`src/eb_pkg.sv`:
```
// constants, types and register map of the expansion bus port
package eb_pkg;

  // ==========================================================================
  // register map
  localparam logic [7:0] REG_PORTE  = 8'h00;
  localparam logic [7:0] REG_DDRE   = 8'h01;
  localparam logic [7:0] REG_PIN_ASSIGN = 8'h02;
  localparam logic [7:0] REG_MODE       = 8'h03;
  localparam logic [7:0] REG_BUS_CTL    = 8'h04;

  // port_e_assignment_register fields
  localparam int ASG_IDLE_EN = 7;
  localparam int ASG_PIPE_EN = 5;
  localparam int ASG_E_OFF   = 4;
  localparam int ASG_BYTE_EN = 3;
  localparam int ASG_RW_EN   = 2;
  // bus-control enable bits, frozen in emulation modes
  localparam logic [7:0] ASG_CTL_MASK = 8'hBC;
  localparam logic [7:0] ASG_RST_NORM = 8'h00;
  localparam logic [7:0] ASG_RST_EMUL = 8'hAC;

  // mode register fields
  localparam int MODE_SHOW_INT = 3;
  localparam int MODE_EMUL     = 1;
  localparam int MODE_NARROW   = 0;
  // external_bus_control_register fields
  localparam int   BUS_CTL_STR  = 0;
  localparam logic RST_STRETCH  = 1'b1;
  localparam logic RST_SHOW_INT = 1'b0;

  // ==========================================================================
  // timing
  localparam int CLK_PERIOD_NS = 8;
  localparam int E_HALF_NS     = 16;
  localparam int E_STRETCH_NS  = 16;
  localparam int E_HALF_CYC    = (E_HALF_NS + CLK_PERIOD_NS - 1) / CLK_PERIOD_NS;
  localparam int E_STR_CYC     = (E_STRETCH_NS + CLK_PERIOD_NS - 1) / CLK_PERIOD_NS;
  localparam int BOOT_CYC       = 3;

  // ==========================================================================
  // types
  typedef enum logic [3:0] {
    ST_BOOT = 4'b0001,
    ST_IDLE = 4'b0010,
    ST_ADDR = 4'b0100,
    ST_DATA = 4'b1000
  } eb_state_t;

  typedef enum logic [1:0] {
    ACC_EXT      = 2'h0,
    ACC_MAPPED   = 2'h1,
    ACC_INTERNAL = 2'h2
  } eb_kind_t;

  typedef struct packed {
    logic [15:0] addr;
    logic [15:0] wdata;
    logic        write;
    logic        wide;
    eb_kind_t    kind;
  } eb_req_t;

  typedef struct packed {
    logic       e;
    logic [3:0] cnt;
  } eb_egen_t;

  typedef struct packed {
    eb_state_t   st;
    logic [1:0]  boot_cnt;
    logic        emul;
    logic        narrow;
    logic [7:0]  pin_asg;
    logic        stretch_en;
    logic        show_int;
    logic [7:0]  pe_data;
    logic [7:0]  pe_dir;
    eb_req_t     req;
    logic        second;
    logic        vis;
    logic [7:0]  pa;
    logic [7:0]  pa_oe;
    logic [7:0]  pb;
    logic [7:0]  pb_oe;
    logic        no_acc;
    logic        rw;
    logic        byte_strb_n;
    logic [15:0] rdata;
    logic        resp;
    logic [7:0]  reg_rd;
  } eb_core_t;

  localparam eb_core_t CORE_RST = '{
    st: ST_BOOT, boot_cnt: 2'h0, emul: 1'b0, narrow: 1'b0, pin_asg: ASG_RST_NORM,
    stretch_en: RST_STRETCH, show_int: RST_SHOW_INT, pe_data: 8'h00, pe_dir: 8'h00,
    req: '{addr: 16'h0000, wdata: 16'h0000, write: 1'b0, wide: 1'b0, kind: ACC_EXT},
    second: 1'b0, vis: 1'b0, pa: 8'h00, pa_oe: 8'h00, pb: 8'h00, pb_oe: 8'h00,
    no_acc: 1'b1, rw: 1'b1, byte_strb_n: 1'b1, rdata: 16'h0000, resp: 1'b0, reg_rd: 8'h00};

endpackage

```
`src/eb_sync.sv`:
```
// two-stage synchroniser for pin inputs
`timescale 1ns/1ns
module eb_sync #(
  parameter int W = 8
) (
  // clock and reset
  input  wire logic         clk,
  input  wire logic         rst,
  // pins and result
  input  wire logic [W-1:0] async_in,
  output logic      [W-1:0] sync_out
);
  logic [W-1:0] meta_q;

  always_ff @(posedge clk or posedge rst) begin
    if (rst) begin
      meta_q   <= '0;
      sync_out <= '0;
    end else begin
      meta_q   <= async_in;
      sync_out <= meta_q;
    end
  end
endmodule

```
`src/eb_bus_e_clock_output.sv`:
```
// bus e clock generator, high phase optionally stretched
`timescale 1ns/1ns
module eb_bus_e_clock_output (
  // clock and reset
  input  wire logic clk,
  input  wire logic rst,
  // control and phase
  input  wire logic stretch,
  output logic      e_high,
  output logic      last
);
  eb_pkg::eb_egen_t q, d;
  logic [3:0]       len;

  always_comb begin
    len = q.e ? 4'(eb_pkg::E_HALF_CYC + (stretch ? eb_pkg::E_STR_CYC : 0)) : 4'(eb_pkg::E_HALF_CYC);
    last = (q.cnt == len - 4'h1);
    d = q;
    if (last) begin
      d.cnt = 4'h0;
      d.e   = ~q.e;
    end else begin
      d.cnt = q.cnt + 4'h1;
    end
  end

  always_ff @(posedge clk or posedge rst) begin
    if (rst) begin
      q <= '0;
    end else begin
      q <= d;
    end
  end

  assign e_high = q.e;
endmodule

```
`src/eb_port.sv`:
```
// expanded mode external bus port: mux bus, port e control pins
// Behaviour
// - e clock pin driven, stretched, after reset
// - disable, stretch bits shape e clock; visibility bit does not
// - narrow normal mode: free-running e clock
// - port e bit2 input with pull after reset in normal mode
// - read write enable drives rw strobe
// - wide: ports a,b carry 16-bit bus
// - emulation: port e bits 7 to 2 are bus control
// - emulation blocks writes to control enables
// - mapped internal accesses use 16-bit bus
// - narrow external word split into two bytes
// - internal ops visible only with visibility bit
// - narrow external: data on port a
// - visible/mapped: bit15 on pa7, bit0 pb0
// - narrow: ports a,b are address/data outputs
`timescale 1ns/1ns
module eb_port (
  // clock and reset
  input  wire logic            clk,
  input  wire logic            rst,
  // register port
  input  wire logic [7:0]      reg_addr,
  input  wire logic [7:0]      reg_wdata,
  input  wire logic            reg_wr,
  input  wire logic            reg_rd,
  output logic      [7:0]      reg_rdata,
  // cpu access port
  input  wire logic            req_valid,
  input  wire eb_pkg::eb_req_t req,
  output logic                 req_ready,
  output logic                 resp_valid,
  output logic      [15:0]     resp_rdata,
  // pipe status from the core
  input  wire logic            pipe_status_high,
  input  wire logic            pipe_status_low,
  // port a and b pins
  input  wire logic [7:0]      port_a_in,
  output logic      [7:0]      port_a_out,
  output logic      [7:0]      port_a_oe,
  input  wire logic [7:0]      port_b_in,
  output logic      [7:0]      port_b_out,
  output logic      [7:0]      port_b_oe,
  // port e pins
  input  wire logic [7:0]      port_e_in,
  output logic      [7:0]      port_e_out,
  output logic      [7:0]      port_e_oe,
  output logic                 port_e_bit2_pull_en
);
  eb_pkg::eb_core_t q, d;
  logic [23:0]      pins_s;
  logic [7:0]       pa_s, pb_s, pe_s;
  logic             e_high, e_last, stretch, split;
  logic [7:0]       ctl_en, ctl_val;

  // ==========================================================================
  // pin synchroniser and e clock
  eb_sync #(.W(24)) u_sync (
    .clk      (clk),
    .rst      (rst),
    .async_in ({port_a_in, port_b_in, port_e_in}),
    .sync_out (pins_s)
  );
  assign pa_s = pins_s[23:16];
  assign pb_s = pins_s[15:8];
  assign pe_s = pins_s[7:0];

  // stretch lengthens only external data phases
  assign stretch = q.stretch_en && (q.st == eb_pkg::ST_DATA) && (q.req.kind == eb_pkg::ACC_EXT);

  eb_bus_e_clock_output u_bus_e_clock_output (
    .clk     (clk),
    .rst     (rst),
    .stretch (stretch),
    .e_high  (e_high),
    .last    (e_last)
  );

  // narrow external access: one byte lane on port a
  function automatic logic is_split(input eb_pkg::eb_core_t c);
    return c.narrow && (c.req.kind == eb_pkg::ACC_EXT);
  endfunction

  assign split     = is_split(q);
  assign req_ready = (q.st == eb_pkg::ST_IDLE) && e_high && e_last;

  // ==========================================================================
  // next state
  always_comb begin
    d        = q;
    d.resp   = 1'b0;
    d.reg_rd = 8'h00;
    // registers
    if (reg_wr && q.st != eb_pkg::ST_BOOT) begin
      unique case (reg_addr)
        eb_pkg::REG_PORTE: d.pe_data = reg_wdata;
        eb_pkg::REG_DDRE:  d.pe_dir  = reg_wdata;
        eb_pkg::REG_PIN_ASSIGN: begin
          if (q.emul) begin
            d.pin_asg = (q.pin_asg & eb_pkg::ASG_CTL_MASK) | (reg_wdata & ~eb_pkg::ASG_CTL_MASK);
          end else begin
            d.pin_asg = reg_wdata;
          end
        end
        eb_pkg::REG_MODE:    d.show_int   = reg_wdata[eb_pkg::MODE_SHOW_INT];
        eb_pkg::REG_BUS_CTL: d.stretch_en = reg_wdata[eb_pkg::BUS_CTL_STR];
        default: ;
      endcase
    end
    if (reg_rd) begin
      unique case (reg_addr)
        eb_pkg::REG_PORTE:  d.reg_rd = (q.pe_data & q.pe_dir) | (pe_s & ~q.pe_dir);
        eb_pkg::REG_DDRE:   d.reg_rd = q.pe_dir;
        eb_pkg::REG_PIN_ASSIGN: d.reg_rd = q.pin_asg;
        eb_pkg::REG_MODE:       d.reg_rd = {4'h0, q.show_int, 1'b0, q.emul, q.narrow};
        eb_pkg::REG_BUS_CTL:    d.reg_rd = {7'h00, q.stretch_en};
        default:            d.reg_rd = 8'h00;
      endcase
    end
    // bus sequencer
    unique case (q.st)
      eb_pkg::ST_BOOT: begin
        d.boot_cnt = q.boot_cnt + 2'h1;
        if (q.boot_cnt == 2'(eb_pkg::BOOT_CYC - 1)) begin
          d.emul   = pe_s[6];
          d.narrow = pe_s[5];
          d.pin_asg = pe_s[6] ? eb_pkg::ASG_RST_EMUL : eb_pkg::ASG_RST_NORM;
          d.pa_oe  = 8'hFF;
          d.pb_oe  = 8'hFF;
          d.st     = eb_pkg::ST_IDLE;
        end
      end
      eb_pkg::ST_IDLE: begin
        if (req_valid && req_ready) begin
          d.req     = req;
          d.second  = 1'b0;
          d.vis         = (req.kind != eb_pkg::ACC_INTERNAL) || q.show_int;
          d.no_acc      = ~d.vis;
          d.rw          = ~req.write;
          d.byte_strb_n = ~(req.wide | req.addr[0]);
          if (d.vis) begin
            d.pa = req.addr[15:8];
            d.pb = req.addr[7:0];
          end
          d.st = eb_pkg::ST_ADDR;
        end
      end
      eb_pkg::ST_ADDR: begin
        if (e_last) begin
          d.st = eb_pkg::ST_DATA;
          if (q.vis) begin
            if (split) begin
              d.pa    = (q.req.wide && !q.second) ? q.req.wdata[15:8] : q.req.wdata[7:0];
              d.pa_oe = q.req.write ? 8'hFF : 8'h00;
            end else begin
              d.pa    = q.req.wdata[15:8];
              d.pb    = q.req.wdata[7:0];
              d.pa_oe = q.req.write ? 8'hFF : 8'h00;
              d.pb_oe = q.req.write ? 8'hFF : 8'h00;
            end
          end
        end
      end
      eb_pkg::ST_DATA: begin
        if (e_last) begin
          if (split && q.req.wide && !q.second) begin
            d.rdata[15:8] = pa_s;
            d.second      = 1'b1;
            d.pa          = q.req.addr[15:8];
            d.pb          = q.req.addr[7:0] | 8'h01;
            d.pa_oe       = 8'hFF;
            d.st          = eb_pkg::ST_ADDR;
          end else begin
            if (split) begin
              d.rdata = q.req.wide ? {q.rdata[15:8], pa_s} : {8'h00, pa_s};
            end else begin
              d.rdata = {pa_s, pb_s};
            end
            d.resp    = 1'b1;
            d.no_acc      = 1'b1;
            d.rw          = 1'b1;
            d.byte_strb_n = 1'b1;
            d.pa_oe   = 8'hFF;
            d.pb_oe   = 8'hFF;
            d.st      = eb_pkg::ST_IDLE;
          end
        end
      end
    endcase
  end

  always_ff @(posedge clk or posedge rst) begin
    if (rst) begin
      q <= eb_pkg::CORE_RST;
    end else begin
      q <= d;
    end
  end

  // ==========================================================================
  // port e pin functions
  always_comb begin
    ctl_en     = 8'h00;
    ctl_val    = 8'h00;
    ctl_en[7]  = q.pin_asg[eb_pkg::ASG_IDLE_EN];
    ctl_val[7] = q.no_acc;
    ctl_en[6]  = q.pin_asg[eb_pkg::ASG_PIPE_EN] && q.st != eb_pkg::ST_BOOT;
    ctl_val[6] = pipe_status_high;
    ctl_en[5]  = ctl_en[6];
    ctl_val[5] = pipe_status_low;
    ctl_en[4]  = ~q.pin_asg[eb_pkg::ASG_E_OFF];
    ctl_val[4] = e_high;
    ctl_en[3]  = q.pin_asg[eb_pkg::ASG_BYTE_EN];
    ctl_val[3] = q.byte_strb_n;
    ctl_en[2]  = q.pin_asg[eb_pkg::ASG_RW_EN];
    ctl_val[2] = q.rw;
  end

  for (genvar i = 0; i < 8; i++) begin : g_pe
    assign port_e_out[i] = ctl_en[i] ? ctl_val[i] : q.pe_data[i];
    assign port_e_oe[i]  = ctl_en[i] | q.pe_dir[i];
  end

  assign port_e_bit2_pull_en = ~ctl_en[2] & ~q.pe_dir[2];
  assign port_a_out = q.pa;
  assign port_a_oe  = q.pa_oe;
  assign port_b_out = q.pb;
  assign port_b_oe  = q.pb_oe;
  assign reg_rdata  = q.reg_rd;
  assign resp_valid = q.resp;
  assign resp_rdata = q.rdata;
endmodule

```
`config.mk`:
```
export PLATFORM = sky130hd
export DESIGN_NAME = eb_port
export DESIGN_NICKNAME = d
export VERILOG_FILES = /design/src/eb_pkg.sv /design/src/eb_sync.sv /design/src/eb_bus_e_clock_output.sv /design/src/eb_port.sv
export SDC_FILE = /design/constraint.sdc
export NUM_CORES = 1
export LEC_CHECK = 0
export BUFFER_PORTS_ARGS = -buffer_cell sky130_fd_sc_hd__buf_2
export CORE_ASPECT_RATIO = 0.75
export CORE_UTILIZATION = 40
export DETAILED_ROUTE_END_ITERATION = 7
export PLACE_DENSITY = 0.59
export RECOVER_POWER = 25
export SETUP_SLACK_MARGIN = 0.1
export SLEW_MARGIN = 0
export SYNTH_ARGS = -nofsm -noshare
export SYNTH_HDL_FRONTEND = slang
export SYNTH_HIERARCHICAL = 1
export SYNTH_SLANG_ARGS = --single-unit
```
`constraint.sdc`:
```
create_clock -name clk -period 4.2 [get_ports clk]
set_input_delay 0.42 -clock clk [delete_from_list [all_inputs] [get_ports clk]]
set_output_delay 0.42 -clock clk [all_outputs]
set_load 0.1 [all_outputs]
```
==> flow_summary.toml <==
[power]
p_int_mw = 3.61
combPwrFrac_pct = 40.1
p_per_area_nw_per_um2 = 757
leakagePower_nw = 4.20
p_sw_mw = 3.03
clkPwrFrac_pct = 25.1
vdd_ir_drop_max_v = 0.000911
sw_frac_of_total_pct = 45.6
p_seq_share_pct = 34.8

[synthesis]
yosys_most_used_dff = "dfrtp_1"
synth_edf_count = 0
avgSynthCellArea_um2 = 12.0
syn_nets = 713
synth_area_um2 = 7520
ys_ff_latch = 170
yosysUniqueCellTypes = 56
ys_seq_area_share_pct = 56.7
syn-instance-count = 628
yosysWarnings = 6
synthArstFlopShare_pct = 100

[finish]
final_common_cell = "dfrtp_1"
drive_gt1_share_pct = 40.7
fill_cells = 1694
stdcell_count = 990
stdcell_area_um2 = 8760
synthToLayoutAreaGrowth_pct = 16.6
layout_common_cells = "dfrtp_1 (165), buf_2 (156), mux2_2 (69), nand2_1 (46), o21ai_0 (46)"
final_net_count = 814

[global_routing]
grt_pass1_vias = 5045
grt_pass1_wl_um = 27300
gr-total-overflow = 0
grt_max_degree = 53
grt.total_usage_pct = 18.6
antenna_found_initial = 1

[cts]
ctsResizeCount = 0
clkLatencyLatePin_ns = 0.43
clock_tree.root_cell = "clkbuf_16"
cts_sinks = 170
htreeDepth = 4
cts_tree = "done"
cts_inserted_buffers = 17
cts_buffer_depth = 2
clk_pin_slew_ns = 0.07

[die]
start_util_pct = 40.7
die_area_um2 = 19400
die_h_um = 121
rows = 43
coreArea_um2 = 18500
ios = 158
die_x_um = 160

[setup_path]
cpPeakStageDelay_ns = 0.75
cp_num_buf_inv = 2
end_kind = "flip-flop"
cp_data_required_time_ns = 4.51
rr_worst_depth = 11
path_class = "reg2reg"
critPathArrivalTime_ns = 3.71
rr_endpoint = "port_b_out[0]$_DFFE_PP0P_"
crit_family = "simple AND/OR/NAND/NOR gates"
regToRegSetupSlack_ns = 0.80
critPathSlowestCell = "nor4_4"
crit_top_cell = "buf_4"
crit_fanout = 16
crit_chain = "nor4b_2 > buf_4 > and3_1 > nand3_1 > a21oi_2 > buf_4 > nand2_1 > a21oi_1 > nor3_1 > nor4_4 > mux2_4"
timing.rr.start = "q[131]$_DFFE_PP0P_"
cp-start-kind = "flip-flop"

[worst_hold_path]
holdCritStartpoint = "port_b_in[0]"
min_to = "u_sync/meta_q[8]$_DFF_PP0_"
whs_path_depth = 1
min_path_type = "in2reg"

[flow_run]
max-cap-violations = 1

[timing]
finalCritPeriodShare_pct = 81.0
whs_ns = 0.0884
tightest_slew_ns = 2.36
finClkSkew_ns = 0.0121
hold_viol_final = 0
fin_crit_ns = 3.40
slew_viol_final = 52
rsz0062_at_grt = "no"
finalSetupViolations = 0
fin_ws_ns = 0.797
fin_tns_setup_ns = 0
relSlewSlack_pct = -58.2
fmax_ghz = 0.294

[run_status]
failed_checks = "capacitance limit, slew limit"
outcome = "complete, but fails checks"

[routing]
route.vias.total = 5030
drtIter0Drc = 345
drtPass1Iterations = 5
wl_per_cell_um = 17.4
wl_um = 17200
drcViolationCount = 0
ant_nets = 0
vias_per_cell = 5.08

[placement]
io_buffers = 157
pre_cts_slack_ns = 0.859
placed_cells = 956
gp_congestion = 0.899
dpl-instance-area_um2 = 8130
hpwl_um = 12300
[registers in the layout, indices dropped and copies added, names as in the netlist, 3 cells and up]
signal / cells
ctl_en: 3
ctl_val: 3
port_a_out: 8
port_b_out: 8
q: 64
reg_rdata: 8
resp_rdata: 16
u_bus_e_clock_output/q: 4
u_sync/meta_q: 24
u_sync/sync_out: 24
[how the worst max path moves through the flow]
stage                             from                   endpoint  slack [ns]  depth (start not counted)
finish              q[131]$_DFFE_PP0P_  port_b_out[0]$_DFFE_PP0P_        0.80                         11
global route        q[129]$_DFFE_PP0P_  port_b_out[0]$_DFFE_PP0P_        0.69                         11
CTS                 q[131]$_DFFE_PP0P_  port_b_out[0]$_DFFE_PP0P_        0.86                         11
detailed placement  q[129]$_DFFE_PP0P_  port_b_out[0]$_DFFE_PP0P_        0.86                         11
global placement    q[129]$_DFFE_PP0P_  port_b_out[0]$_DFFE_PP0P_        1.02                         11
floorplan                          rst        ctl_en[2]$_DFF_PP0_        0.69                          1
[synthesized netlist by cell type (all sizes together) (5+ instances only)]
cell type  number  area (µm²)
inv            17        63.8
o21ai          47         235
mux2           70         792
buf            70         503
nand2b          5        31.3
a21o            7        52.6
a22oi           5        37.5
nor4b           5        73.8
mux2i          31         310
clkbuf         13        48.8
or3b            9        81.3
a21oi          34         174
a222oi          7        70.1
nand2          46         173
nand3          11        55.1
dfrtp         165        4130
nor3            6        35.0
nor2           27         111
dfstp           5         131
[logic make-up (layout without fill, tap and decap cells)]
kind of cell             count (synthesis)  in the layout  share of synthesized area, %
flip-flops                             170            170                          56.7
AND/OR/NAND/NOR                        141            141                          11.0
AO/OA/AOI/OAI                          110            110                          8.74
multiplexers                           101            101                          14.7
buffers and inverters                  100            214                          8.19
XOR/XNOR                                 4              4                         0.466
adder cells (fa/ha/maj)                  2              2                         0.333
other                                    0              1                             0
[stage by stage]
step | power, mW | utilization (%)
after detailed placement | 5.00 | 44.1
after CTS | 6.68 | 47.5
final | 6.64 | 47.5
after global routing | 6.93 | 47.5
after global placement | 4.95 | 44.1
after floorplan | 4.74 | -
[power groups by stage]
stage                     registers (mW)  clock network (mW)  logic, mW
after CTS                           2.31                1.70       2.67
after detailed placement            2.33                   0       2.67
after global placement              2.31                   0       2.64
final                               2.31                1.66       2.66
after floorplan                     2.21                   0       2.53
after global routing                2.36                1.78       2.79
[routing by layer]
metal / GRT usage [%] / wire length, µm
met1: 25.4 / 8330
met2: 28.4 / 7850
met3: 5.11 / 853
met4: 6.79 / 198
met5: 0 / 0
[final cells by class]
class                   count  area [µm²]  area share [%]
diodes                      1        2.50          0.0286
multi-input cells         358        2660            30.3
well taps                 247         309            3.53
clock buffers              19         443            5.05
clock inverters            13         183            2.08
inverters                  17        65.1           0.742
repair buffers            165         847            9.66
flip-flops and latches    170        4260            48.6
[repair_timing]
item,4_1_cts,5_1_grt
hold buffers,1,0
buffers inserted,0,0
endpoints found under the hold margin,5,0
Note: power is estimated with default switching activity, not from simulation.
